<file path="src/flash_regs.svh">
`ifndef FLASH_REGS_SVH
`define FLASH_REGS_SVH

// ----------------------------------------------------------------------
// command addresses and bytes
// ----------------------------------------------------------------------
`define FL_UNLOCK1_ADDR 15'h5555
`define FL_UNLOCK2_ADDR 15'h2AAA
`define FL_D_UNLOCK1    8'hAA
`define FL_D_UNLOCK2    8'h55
`define FL_D_PROGRAM    8'hA0
`define FL_D_ERASE      8'h80
`define FL_D_ID_ENTRY   8'h90
`define FL_D_ID_EXIT    8'hF0
`define FL_D_SECTOR     8'h30
`define FL_D_CHIP       8'h10
`define FL_SECTOR_LSB   12
`define FL_POLL_BIT     7
`define FL_TOGGLE_BIT   6

// ----------------------------------------------------------------------
// timing, in ns and in mclk cycles (least times round up)
// ----------------------------------------------------------------------
`define FL_CLK_NS       10
`define FL_RC_NS        70
`define FL_WE_NS        40
`define FL_GLITCH_NS    5
`define FL_RC_CYC       8'((`FL_RC_NS + `FL_CLK_NS - 1) / `FL_CLK_NS)
`define FL_WE_CYC       8'((`FL_WE_NS + `FL_CLK_NS - 1) / `FL_CLK_NS)

`endif
</file>
<file path="src/flash_pkg.sv">
package flash_pkg;

  // host command set
  typedef enum logic [2:0] {
    OP_READ,
    OP_PROGRAM,
    OP_SECTOR_ERASE,
    OP_CHIP_ERASE,
    OP_ID_ENTRY,
    OP_ID_EXIT_SHORT,
    OP_ID_EXIT_LONG
  } flash_op_e;

  // bus cycle engine states
  typedef enum logic [2:0] {
    CYC_IDLE,
    CYC_SETUP,
    CYC_PULSE,
    CYC_HOLD,
    CYC_READ,
    CYC_GAP
  } cyc_state_e;

  // sequencer states
  typedef enum logic [2:0] {
    H_IDLE,
    H_WAIT,
    H_POLL,
    H_READ,
    H_GAP
  } host_state_e;

endpackage

</file>
<file path="src/flash_cyc_if.sv">
`timescale 1ns/1ns
interface flash_cyc_if #(
  parameter int AW = 19
);
  logic          req;
  logic          wr;
  logic [AW-1:0] addr;
  logic [7:0]    wdata;
  logic          done;
  logic [7:0]    rdata;

  modport ctrl   (output req, wr, addr, wdata, input done, rdata);
  modport engine (input req, wr, addr, wdata, output done, rdata);
endinterface

</file>
<file path="src/flash_cycle.sv">
`timescale 1ns/1ns
`include "flash_regs.svh"
module flash_cycle import flash_pkg::*; #(
  parameter int AW = 19
) (
  input  wire logic          mclk,
  input  wire logic          reset,
  flash_cyc_if.engine        cyc,
  output logic [AW-1:0]      fl_addr,
  output logic               fl_ce_n,
  output logic               fl_oe_n,
  output logic               fl_we_n,
  output logic [7:0]         fl_dq_out,
  output logic               fl_dq_oe_n,
  input  wire logic [7:0]    fl_dq_in
);

  typedef struct packed {
    cyc_state_e    st;
    logic [7:0]    cnt;
    logic          wr;
    logic [AW-1:0] addr;
    logic [7:0]    wdata;
    logic          ce_n;
    logic          oe_n;
    logic          we_n;
    logic          dq_oe_n;
    logic [7:0]    rdata;
    logic          done;
  } eng_s;

  eng_s q_r;
  eng_s q_nxt;

  // ----------------------------------------------------------------------
  // one bus cycle per request
  // ----------------------------------------------------------------------
  always_comb begin
    q_nxt      = q_r;
    q_nxt.done = 1'b0;
    unique case (q_r.st)
      CYC_IDLE: begin
        if (cyc.req) begin
          q_nxt.st      = CYC_SETUP;
          q_nxt.wr      = cyc.wr;
          q_nxt.addr    = cyc.addr;
          q_nxt.wdata   = cyc.wdata;
          q_nxt.ce_n    = 1'b0;
          q_nxt.oe_n    = cyc.wr;
          q_nxt.dq_oe_n = ~cyc.wr;
        end
      end
      // address settles before the strobe falls, so the later falling edge
      // latches a stable value
      CYC_SETUP: begin
        if (q_r.wr) begin
          q_nxt.we_n = 1'b0;
          q_nxt.cnt  = `FL_WE_CYC - 8'h01;
          q_nxt.st   = CYC_PULSE;
        end else begin
          q_nxt.cnt = `FL_RC_CYC - 8'h01;
          q_nxt.st  = CYC_READ;
        end
      end
      CYC_PULSE: begin
        if (q_r.cnt == 8'h00) begin
          q_nxt.we_n = 1'b1;
          q_nxt.st   = CYC_HOLD;
        end else begin
          q_nxt.cnt = q_r.cnt - 8'h01;
        end
      end
      CYC_HOLD: begin
        q_nxt.ce_n    = 1'b1;
        q_nxt.dq_oe_n = 1'b1;
        q_nxt.done    = 1'b1;
        q_nxt.st      = CYC_GAP;
      end
      CYC_READ: begin
        if (q_r.cnt == 8'h00) begin
          q_nxt.rdata = fl_dq_in;
          q_nxt.oe_n  = 1'b1;
          q_nxt.ce_n  = 1'b1;
          q_nxt.done  = 1'b1;
          q_nxt.st    = CYC_GAP;
        end else begin
          q_nxt.cnt = q_r.cnt - 8'h01;
        end
      end
      CYC_GAP: q_nxt.st = CYC_IDLE;
    endcase
  end

  // strobes idle high, bus released
  always_ff @(posedge mclk or posedge reset) begin
    if (reset) begin
      q_r         <= '0;
      q_r.ce_n    <= 1'b1;
      q_r.oe_n    <= 1'b1;
      q_r.we_n    <= 1'b1;
      q_r.dq_oe_n <= 1'b1;
    end else begin
      q_r <= q_nxt;
    end
  end

  assign fl_addr    = q_r.addr;
  assign fl_ce_n    = q_r.ce_n;
  assign fl_oe_n    = q_r.oe_n;
  assign fl_we_n    = q_r.we_n;
  assign fl_dq_out  = q_r.wdata;
  assign fl_dq_oe_n = q_r.dq_oe_n;
  assign cyc.done   = q_r.done;
  assign cyc.rdata  = q_r.rdata;
endmodule // flash_cycle

</file>
<file path="src/flash_host.sv">
// Functional notes
// - poll bit is only judged after the fourth or sixth write
// - alternating bit is only judged after the fourth or sixth write
// - program needs three unlock writes first; erase needs six writes
// - exit sequence returns the device to array reads
// - address latched on later falling strobe, data on earlier rising
// - sector erase: sixth write 30h at the sector address
// - chip erase: sixth write 10h at 5555h, array becomes all ones
// - exit is F0h to any address or the unlock prefix then F0h
`timescale 1ns/1ns
`include "flash_regs.svh"
module flash_host import flash_pkg::*; #(
  parameter int          AW         = 19,
  parameter int unsigned POLL_LIMIT = 100000
) (
  input  wire logic          mclk,
  input  wire logic          reset,
  input  wire logic          cmd_valid,
  input  flash_op_e          cmd_op,
  input  wire logic [AW-1:0] cmd_addr,
  input  wire logic [7:0]    cmd_data,
  output logic               cmd_ready,
  output logic               rsp_valid,
  output logic [7:0]         rsp_data,
  output logic               rsp_err,
  output logic               id_mode,
  output logic [AW-1:0]      fl_addr,
  output logic               fl_ce_n,
  output logic               fl_oe_n,
  output logic               fl_we_n,
  output logic [7:0]         fl_dq_out,
  output logic               fl_dq_oe_n,
  input  wire logic [7:0]    fl_dq_in
);

  typedef struct packed {
    host_state_e   st;
    flash_op_e     op;
    logic [AW-1:0] addr;
    logic [7:0]    data;
    logic [2:0]    step;
    logic          req;
    logic          wr;
    logic [AW-1:0] caddr;
    logic [7:0]    cwdata;
    logic          prev6;
    logic          prev_ok;
    logic [1:0]    confirm;
    logic [31:0]   polls;
    logic [7:0]    gap;
    logic          ready;
    logic          rsp_valid;
    logic [7:0]    rsp_data;
    logic          rsp_err;
    logic          id_mode;
  } host_s;

  host_s q_r;
  host_s q_nxt;

  flash_cyc_if #(.AW(AW)) cyc ();

  // ----------------------------------------------------------------------
  // command sequence tables
  // ----------------------------------------------------------------------
  function automatic logic [2:0] last_step(input flash_op_e op);
    unique case (op)
      OP_PROGRAM:       last_step = 3'd3;
      OP_SECTOR_ERASE,
      OP_CHIP_ERASE:    last_step = 3'd5;
      OP_ID_EXIT_SHORT: last_step = 3'd0;
      default:          last_step = 3'd2;
    endcase
  endfunction

  // address and byte of one write; step counts from zero
  function automatic logic [AW+7:0] seq_word(input flash_op_e op, input logic [2:0] step,
                                             input logic [AW-1:0] a, input logic [7:0] d);
    logic [AW-1:0] u1;
    logic [AW-1:0] u2;
    u1 = AW'(`FL_UNLOCK1_ADDR);
    u2 = AW'(`FL_UNLOCK2_ADDR);
    unique case (step)
      3'd0: seq_word = (op == OP_ID_EXIT_SHORT) ? {a, `FL_D_ID_EXIT} : {u1, `FL_D_UNLOCK1};
      3'd1: seq_word = {u2, `FL_D_UNLOCK2};
      3'd2: begin
        unique case (op)
          OP_PROGRAM:      seq_word = {u1, `FL_D_PROGRAM};
          OP_SECTOR_ERASE,
          OP_CHIP_ERASE:   seq_word = {u1, `FL_D_ERASE};
          OP_ID_ENTRY:     seq_word = {u1, `FL_D_ID_ENTRY};
          default:         seq_word = {u1, `FL_D_ID_EXIT};
        endcase
      end
      3'd3: seq_word = (op == OP_PROGRAM) ? {a, d} : {u1, `FL_D_UNLOCK1};
      3'd4: seq_word = {u2, `FL_D_UNLOCK2};
      default: begin
        if (op == OP_SECTOR_ERASE) begin
          seq_word = {a[AW-1:`FL_SECTOR_LSB], {`FL_SECTOR_LSB{1'b0}}, `FL_D_SECTOR};
        end else begin
          seq_word = {u1, `FL_D_CHIP};
        end
      end
    endcase
  endfunction

  // ----------------------------------------------------------------------
  // sequencer
  // ----------------------------------------------------------------------
  logic [AW+7:0] first_w;
  logic [AW+7:0] next_w;
  logic          exp7;
  logic          match7;
  logic          steady6;
  logic          is_wr_op;

  always_comb begin
    first_w  = seq_word(cmd_op, 3'd0, cmd_addr, cmd_data);
    next_w   = seq_word(q_r.op, q_r.step + 3'd1, q_r.addr, q_r.data);
    exp7     = (q_r.op == OP_PROGRAM) ? q_r.data[`FL_POLL_BIT] : 1'b1;
    match7   = cyc.rdata[`FL_POLL_BIT] == exp7;
    steady6  = q_r.prev_ok && (cyc.rdata[`FL_TOGGLE_BIT] == q_r.prev6);
    is_wr_op = (q_r.op == OP_PROGRAM) || (q_r.op == OP_SECTOR_ERASE)
               || (q_r.op == OP_CHIP_ERASE);

    q_nxt           = q_r;
    q_nxt.req       = 1'b0;
    q_nxt.rsp_valid = 1'b0;
    unique case (q_r.st)
      // new command only when nothing runs
      H_IDLE: begin
        if (cmd_valid && q_r.ready) begin
          q_nxt.ready   = 1'b0;
          q_nxt.op      = cmd_op;
          q_nxt.addr    = cmd_addr;
          q_nxt.data    = cmd_data;
          q_nxt.step    = 3'd0;
          q_nxt.req     = 1'b1;
          q_nxt.rsp_err = 1'b0;
          if (cmd_op == OP_READ) begin
            // id reads are plain reads at 0 or 1
            q_nxt.wr    = 1'b0;
            q_nxt.caddr = cmd_addr;
            q_nxt.st    = H_READ;
          end else begin
            // every write op opens with the table
            q_nxt.wr     = 1'b1;
            q_nxt.caddr  = first_w[AW+7:8];
            q_nxt.cwdata = first_w[7:0];
            q_nxt.st     = H_WAIT;
          end
        end
      end
      H_WAIT: begin
        if (cyc.done) begin
          if (q_r.step != last_step(q_r.op)) begin
            q_nxt.step   = q_r.step + 3'd1;
            q_nxt.req    = 1'b1;
            q_nxt.caddr  = next_w[AW+7:8];
            q_nxt.cwdata = next_w[7:0];
          end else if (is_wr_op) begin
            // polling starts after last strobe rose
            q_nxt.st      = H_POLL;
            q_nxt.req     = 1'b1;
            q_nxt.wr      = 1'b0;
            q_nxt.prev_ok = 1'b0;
            q_nxt.confirm = 2'd0;
            q_nxt.polls   = 32'h0000_0000;
          end else begin
            // settle one read cycle before reuse
            q_nxt.st      = H_GAP;
            q_nxt.gap     = `FL_RC_CYC;
            q_nxt.id_mode = (q_r.op == OP_ID_ENTRY);
          end
        end
      end
      H_POLL: begin
        if (cyc.done) begin
          q_nxt.prev6   = cyc.rdata[`FL_TOGGLE_BIT];
          q_nxt.prev_ok = 1'b1;
          q_nxt.polls   = q_r.polls + 32'h0000_0001;
          q_nxt.req     = 1'b1;
          if (match7 && steady6) begin
            q_nxt.confirm = q_r.confirm + 2'd1;
          end else begin
            q_nxt.confirm = 2'd0;
          end
          if (match7 && steady6 && (q_r.confirm == 2'd2)) begin
            q_nxt.req       = 1'b0;
            q_nxt.rsp_valid = 1'b1;
            q_nxt.rsp_data  = cyc.rdata;
            q_nxt.ready     = 1'b1;
            q_nxt.st        = H_IDLE;
          end else if (q_r.polls == 32'(POLL_LIMIT)) begin
            q_nxt.req       = 1'b0;
            q_nxt.rsp_valid = 1'b1;
            q_nxt.rsp_err   = 1'b1;
            q_nxt.rsp_data  = cyc.rdata;
            q_nxt.ready     = 1'b1;
            q_nxt.st        = H_IDLE;
          end
        end
      end
      H_READ: begin
        if (cyc.done) begin
          q_nxt.rsp_valid = 1'b1;
          q_nxt.rsp_data  = cyc.rdata;
          q_nxt.ready     = 1'b1;
          q_nxt.st        = H_IDLE;
        end
      end
      H_GAP: begin
        if (q_r.gap == 8'h00) begin
          q_nxt.rsp_valid = 1'b1;
          q_nxt.ready     = 1'b1;
          q_nxt.st        = H_IDLE;
        end else begin
          q_nxt.gap = q_r.gap - 8'h01;
        end
      end
    endcase
  end

  // idle and ready after reset
  always_ff @(posedge mclk or posedge reset) begin
    if (reset) begin
      q_r       <= '0;
      q_r.ready <= 1'b1;
    end else begin
      q_r <= q_nxt;
    end
  end

  assign cyc.req   = q_r.req;
  assign cyc.wr    = q_r.wr;
  assign cyc.addr  = q_r.caddr;
  assign cyc.wdata = q_r.cwdata;
  assign cmd_ready = q_r.ready;
  assign rsp_valid = q_r.rsp_valid;
  assign rsp_data  = q_r.rsp_data;
  assign rsp_err   = q_r.rsp_err;
  assign id_mode   = q_r.id_mode;

  flash_cycle #(.AW(AW)) u_cycle (
    .mclk       (mclk),
    .reset      (reset),
    .cyc        (cyc),
    .fl_addr    (fl_addr),
    .fl_ce_n    (fl_ce_n),
    .fl_oe_n    (fl_oe_n),
    .fl_we_n    (fl_we_n),
    .fl_dq_out  (fl_dq_out),
    .fl_dq_oe_n (fl_dq_oe_n),
    .fl_dq_in   (fl_dq_in)
  );
endmodule // flash_host

</file>
<file path="config.mk">
export PLATFORM = sky130hd
export DESIGN_NAME = flash_host
export DESIGN_NICKNAME = d
export VERILOG_FILES = /design/src/flash_pkg.sv /design/src/flash_cyc_if.sv /design/src/flash_cycle.sv /design/src/flash_host.sv
export VERILOG_INCLUDE_DIRS = /design/src
export SDC_FILE = /design/constraint.sdc
export NUM_CORES = 1
export LEC_CHECK = 0
export ABC_CLOCK_PERIOD_IN_PS = 15930
export BUFFER_PORTS_ARGS = -buffer_cell sky130_fd_sc_hd__buf_2
export CAP_MARGIN = 10
export CORE_AREA = 2 2 125 127
export CTS_CLUSTER_SIZE = 24
export DETAILED_ROUTE_END_ITERATION = 16
export DIE_AREA = 0 0 127 129
export PLACE_DENSITY = 0.84
export SETUP_SLACK_MARGIN = 0.1
export SYNTH_ARGS = -nofsm -noshare
export SYNTH_HDL_FRONTEND = slang
export SYNTH_SLANG_ARGS = --single-unit
</file>
<file path="constraint.sdc">
create_clock -name mclk -period 15.93 [get_ports mclk]
set_clock_uncertainty 0.2 [all_clocks]
set_input_delay 2.3895 -clock mclk [delete_from_list [all_inputs] [get_ports mclk]]
set_output_delay 2.3895 -clock mclk [all_outputs]
set_load 0.02 [all_outputs]
</file>
=== Word-level counts from Yosys, hierarchy flattened ===
Cells that the tools add are included.

* $add $sub $neg: 5
* Equal/unequal tests: 43
* Multiplexer cells: 73
* Bitwise gates (word level): 3
* Reductions and logical operators: 46

{| class="wikitable"
|+ Operator list
! cell !! count
|-
| $mux W27 || 5
|-
| $pmux W27 S4 || 1
|-
| $mux W43 || 2
|-
| $mux W35 || 2
|-
| $pmux W35 S2 || 1
|-
| $mux W65 || 1
|-
| $pmux W28 S2 || 1
|-
| $pmux W8 S2 || 3
|-
| $mux W3 || 14
|-
| $mux W11 || 3
|-
| $add A32 B1 Y32 const B || 1
|-
| $eq A32 B17 Y1 const B || 1
|-
| $mux W32 || 1
|-
| $mux W8 || 4
|-
| $reduce_and A5 Y1 || 5
|-
| $eq A3 B2 Y1 const B || 8
|-
| $ne A2 B2 Y1 const B || 12
|-
| $eq A3 B3 Y1 const B || 7
|-
| $pmux W7 S3 || 1
|-
| $mux W10 || 2
|-
| $mux W20 || 1
|-
| $pmux W3 S6 || 1
|-
| $reduce_bool A2 Y1 || 9
|-
| $logic_not A8 Y1 || 2
|-
| other kinds (29) || 82
|}

* Flip-flop bits (word level): 173
* Input bits: 41
* Output and inout port bits: 43
* Word-level logic and storage cells: 200

=== Longest topological paths before layout ===
* Depth after elaboration: 9
* Depth in mapped cells: 9
* Gate-level depth less buffers: 7

=== By module ===
From an unflattened synthesis, not the netlist that was laid out.

* Cell total of the unflattened synthesis: 941
* Area, all modules: 9127.5 um^2

{| class="wikitable"
|+ By module, submodules not included
! module !! times used !! cells an instance !! area each (um^2) !! sequential area each (um^2)
|-
| flash_host || 1 || 715 || 6482.5 || 3029.2
|-
| flash_cycle || 1 || 226 || 2645.0 || 1306.3
|}

=== Worst setup path before layout ===
Ideal clock, no wire load.

* Kind: in2reg
* Start: in cmd_valid
* End: reg q_r (netlist bit cyc.wdata[1])
* Library setup time: 125 ps
* Data arrival time: 3722 ps
* Data required time: 15605 ps
* Slack: 11883 ps
* Stages: 5
* Path buffers: 0
* Cells stage by stage: nand3b_1 a211o_1 a211o_2 nor2_2 mux2_2

* Cells in the longest elaborated chain, start to end: 3

{| class="wikitable"
|+ RTL lines
! what !! line !! source
|-
| from (decl) || flash_host.sv:18 || <nowiki>input wire logic cmd_valid,</nowiki>
|-
| $logic_and A1 B1 Y1 || flash_host.sv:132 || <nowiki>if (cmd_valid && q_r.ready) begin</nowiki>
|-
| $ne A2 B2 Y1 (no line) || n/a ||
|-
| $reduce_and A5 Y1 (no line) || n/a ||
|-
| to (signal assigned) || flash_host.sv:230 || <nowiki>q_r <= q_nxt;</nowiki>
|-
| to (decl) || flash_host.sv:58 || <nowiki>host_s q_r;</nowiki>
|}

No other way between the ends.
A chain may end at the register's enable or synchronous reset.

=== Worst setup path after layout ===
* Start: in cmd_valid
* End: reg q_r (netlist bit cyc.wdata[4])

Same word-level chain as after synthesis.

==> summary.txt <==
Logic synthesis
  • Ys Warns: 0
  • Register area share after synthesis: 0.482
  • Synth cell types: 86
  • Synth Instances: between 800 and 900
  • Async set-reset flop share out of synthesis: 1.00
  • Avg Cell Area, Syn: between 10 and 15 µm²
  • Syn Std Cell Area: between 0.008 and 0.009 mm²
  • Synth Register Bits: between 150 and 200
  • Top_reg_cell synth: dfrtp_1
  • Net Count, Synth: 929
  • Post-synth EDFFs: 0

Clocking
  • Hold Buf Count CTS: 0
  • CTS Buffer Depth: 2
  • Clock transition at path regs: approximately 0.07 ns
  • TritonCTS Buffers: 17
  • Clk sink count: ~170
  • Post-cts sizing count: 0
  • Number of H-tree levels: 4
  • Clk_lat worst skew: between 0.4 and 0.5 ns
  • # Post-CTS Setup Buffers: 0
  • Root buffer cell: clkbuf_16
  • CTS tree: done

Global route
  • Vias in the first global route: ~6500
  • Pin count of the biggest net entering global routing: 95
  • Overflow left after global routing: 0
  • Initial antenna violation count: 0
  • Global-route wire length before repair: between 30 and 40 mm
  • GRT Overall Usage: 0.253

Floorplanning
  • Full die area: between 0.015 and 0.02 mm²
  • Effective utilization at floorplan: 0.601
  • Die Ht: roughly 130 µm
  • Std-Cell Rows: 45
  • I/O pin count: 84
  • Core area: 0.0150 mm²
  • Die X: ~130 µm

Worst setup path
  • Required time of the critical path: around 16 ns
  • CP Launch Point: cmd_valid
  • CP Capture Type: flip-flop
  • Max FO, Critical Path: 24
  • R2R Path Start: q_r[86]$_DFFE_PP0P_
  • WS Path Type: in2reg
  • CP startpoint kind: input port
  • Crit path DAT: around 4.2 ns

Drt
  • Number of vias per cell: 6.28
  • Average wire per cell in the routed design: ~18 µm
  • Antenna Violating Nets Remaining: 0
  • # DRC: 0
  • Vias: 6970
  • First drt pass iteration count: 6
  • Starting DRT DRC Count: roughly 660
  • Routed Wire Length: between 20 and 25 mm

Placement
  • Port bufs: between 80 and 90
  • Placed Area: between 0.009 and 0.01 mm²
  • GP Congestion: around 0.86
  • Pre-CTS WS: between 10 and 15 ns
  • Detailed placer's ending HPWL: ~14 mm

Timing
  • Max-slew violations: 0
  • Fin crit share: 0.256
  • Final hold vios: 0
  • Slew headroom: 0.233
  • Fmax: between 200 and 250 MHz
  • Setup total negative slack: 0 ns
  • Crit path time final: roughly 4.1 ns
  • Post-layout worst setup margin: 11.86 ns
  • Slew @ Worst Pin: around 1.1 ns
  • RSZ-0062 raised after global routing: no
  • Setup violators final: 0

Cells and area
  • Area Overhead vs Synth: 9.78%
  • ANT cells: 0
  • Final #Nets: 961
  • Fin area: 0.00987 mm²
  • Layout cells sized above 1: 0.253

Job
  • Max-cap violations: 0

Power
  • P_leak: ~4.5 nW
  • Worst vdd ir: about 0.075 mV
  • PwrDens: just under 90 mW/mm²
  • Pwr Total: about 0.88 mW

Worst hold path
  • Hold WC Path Type: reg2reg
  • Hold wc startpoint: cyc.addr[11]$_DFFE_PP0P_

Status
  • Status: completed
## synth_stat cells (all sizes together) (3+ instances only)
cell type | instances | area share
mux2 | 81 | 0.10
a31oi | 19 | 0.014
nor3 | 11 | 0.0061
o22ai | 4 | 0.0028
clkbuf | 33 | 0.014
nor2 | 63 | 0.027
nor4 | 9 | 0.0063
o41ai | 4 | 0.0039
nand3b | 4 | 0.0033
and2 | 6 | 0.0042
nor3b | 5 | 0.0042
o21a | 5 | 0.0042
inv | 24 | 0.010
and3 | 7 | 0.0049
nand3 | 23 | 0.013
xor2 | 6 | 0.0058
o22a | 3 | 0.0029
a21oi | 41 | 0.024
nand4 | 7 | 0.0049
nor4b | 7 | 0.0085
o211ai | 7 | 0.0058
dfstp | 5 | 0.015
or3b | 5 | 0.0049
mux2i | 6 | 0.0067
buf | 43 | 0.034
a221oi | 8 | 0.0092
or4bb | 3 | 0.0038
nor2b | 5 | 0.0035
a2bb2oi | 6 | 0.0058
a211oi | 5 | 0.0053
and4 | 3 | 0.0029
nand2 | 66 | 0.028
a22o | 3 | 0.0029
or3 | 8 | 0.0057
a21o | 4 | 0.0033
a41oi | 4 | 0.0039
dfrtp | 168 | 0.47
o31ai | 9 | 0.0075
o21ai | 81 | 0.045
xnor2 | 4 | 0.0039
a21boi | 4 | 0.0033
ha | 11 | 0.015
nand2b | 14 | 0.0097
o2111ai | 3 | 0.0029
## final cells by class
cell class                      count  area (µm²)
Clock buffer                       19         443
Clock inverter                     13         158
Fill cell                        1143        5100
Inverter                           26         103
Multi-Input combinational cell    602        4140
Sequential cell                   173        4340
Tap cell                          188         235
Timing Repair Buffer               89         460
## layer usage
layer  share of wire  global-route usage  up-vias
met5               0                   0        -
met4           0.021              0.0866        0
met3           0.060              0.0595       37
met2            0.48               0.409      251
met1            0.43               0.339     3413
li1                -                   -     3269
## kinds of logic (layout without fill, tap and decap cells)
kind of cell    after synthesis  in the layout  synth area share
xor+xnor                     10             10           0.00974
mux                          87             87             0.108
fa+ha+maj                    11             11            0.0153
compound gates              235            235             0.173
buf+inv                     102            147            0.0590
simple gates                259            259             0.153
flops                       173            173             0.482
## registers in the layout, summed over array words and instances (netlist names), 8 cells and up
register,count
u_cycle.fl_dq_out,8
cyc.addr,19
u_cycle.q_r,12
q_r,80
u_cycle.fl_addr,19
cyc.wdata,8
rsp_data,8
u_cycle.cyc.rdata,8
## where the power goes
group / internal, mW / switching, mW
Clock: 0.239 / 0.183
Sequential: 0.441 / 0.00127
Combinational: 0.00560 / 0.0131
## per-stage QoR
stage | hold slack [ns] | utilization | std cells
2_1_floorplan | 0.244 | - | 877
3_3_place_gp | 0.261 | 0.619 | 1078
3_5_place_dp | 0.268 | 0.619 | 1078
4_1_cts | 0.281 | 0.659 | 1110
5_1_grt | 0.298 | 0.659 | 1110
6_report | 0.280 | 0.659 | 1110
## worst paths after layout
check	slack, ns	depth (start not counted)	end
max	11.86	6	cyc.wdata[4]$_DFFE_PP0P_
min	0.28	2	cyc.addr[11]$_DFFE_PP0P_
max reg2reg	12.92	7	cyc.addr[13]$_DFFE_PP0P_
min reg2reg	0.28	2	cyc.addr[11]$_DFFE_PP0P_
max in group asynchronous	12.11	3	q_r[17]$_DFFE_PP0P_
min in group asynchronous	1.93	2	u_cycle.fl_addr[16]$_DFFE_PP0P_
## critical path: stages
cell	delay, ns
buf_2	0.11
nand3b_1	0.14
a211o_1	0.37
a211o_2	0.45
nor2_2	0.34
mux2_2	0.39
## placed cells by master (no fill, tap or decap), types with 6 or more instances in the layout
| cell | instances |
|---|---|
| nand4_1 | 7 |
| or3_1 | 7 |
| a31oi_1 | 18 |
| nor4_1 | 9 |
| a2bb2oi_1 | 6 |
| and3_1 | 7 |
| a221oi_1 | 6 |
| nand2b_1 | 14 |
| nand3_1 | 23 |
| nor2_1 | 62 |
| buf_2 | 83 |
| clkbuf_16 | 17 |
| buf_4 | 6 |
| ha_1 | 11 |
| inv_1 | 23 |
| nor3_1 | 10 |
| xor2_1 | 6 |
| mux2i_1 | 6 |
| dfrtp_1 | 168 |
| nand2_1 | 66 |
| mux2_2 | 81 |
| a21oi_1 | 40 |
| o211ai_1 | 7 |
| o21ai_0 | 80 |
| o31ai_1 | 9 |
(Power assumes the default switching activity.)
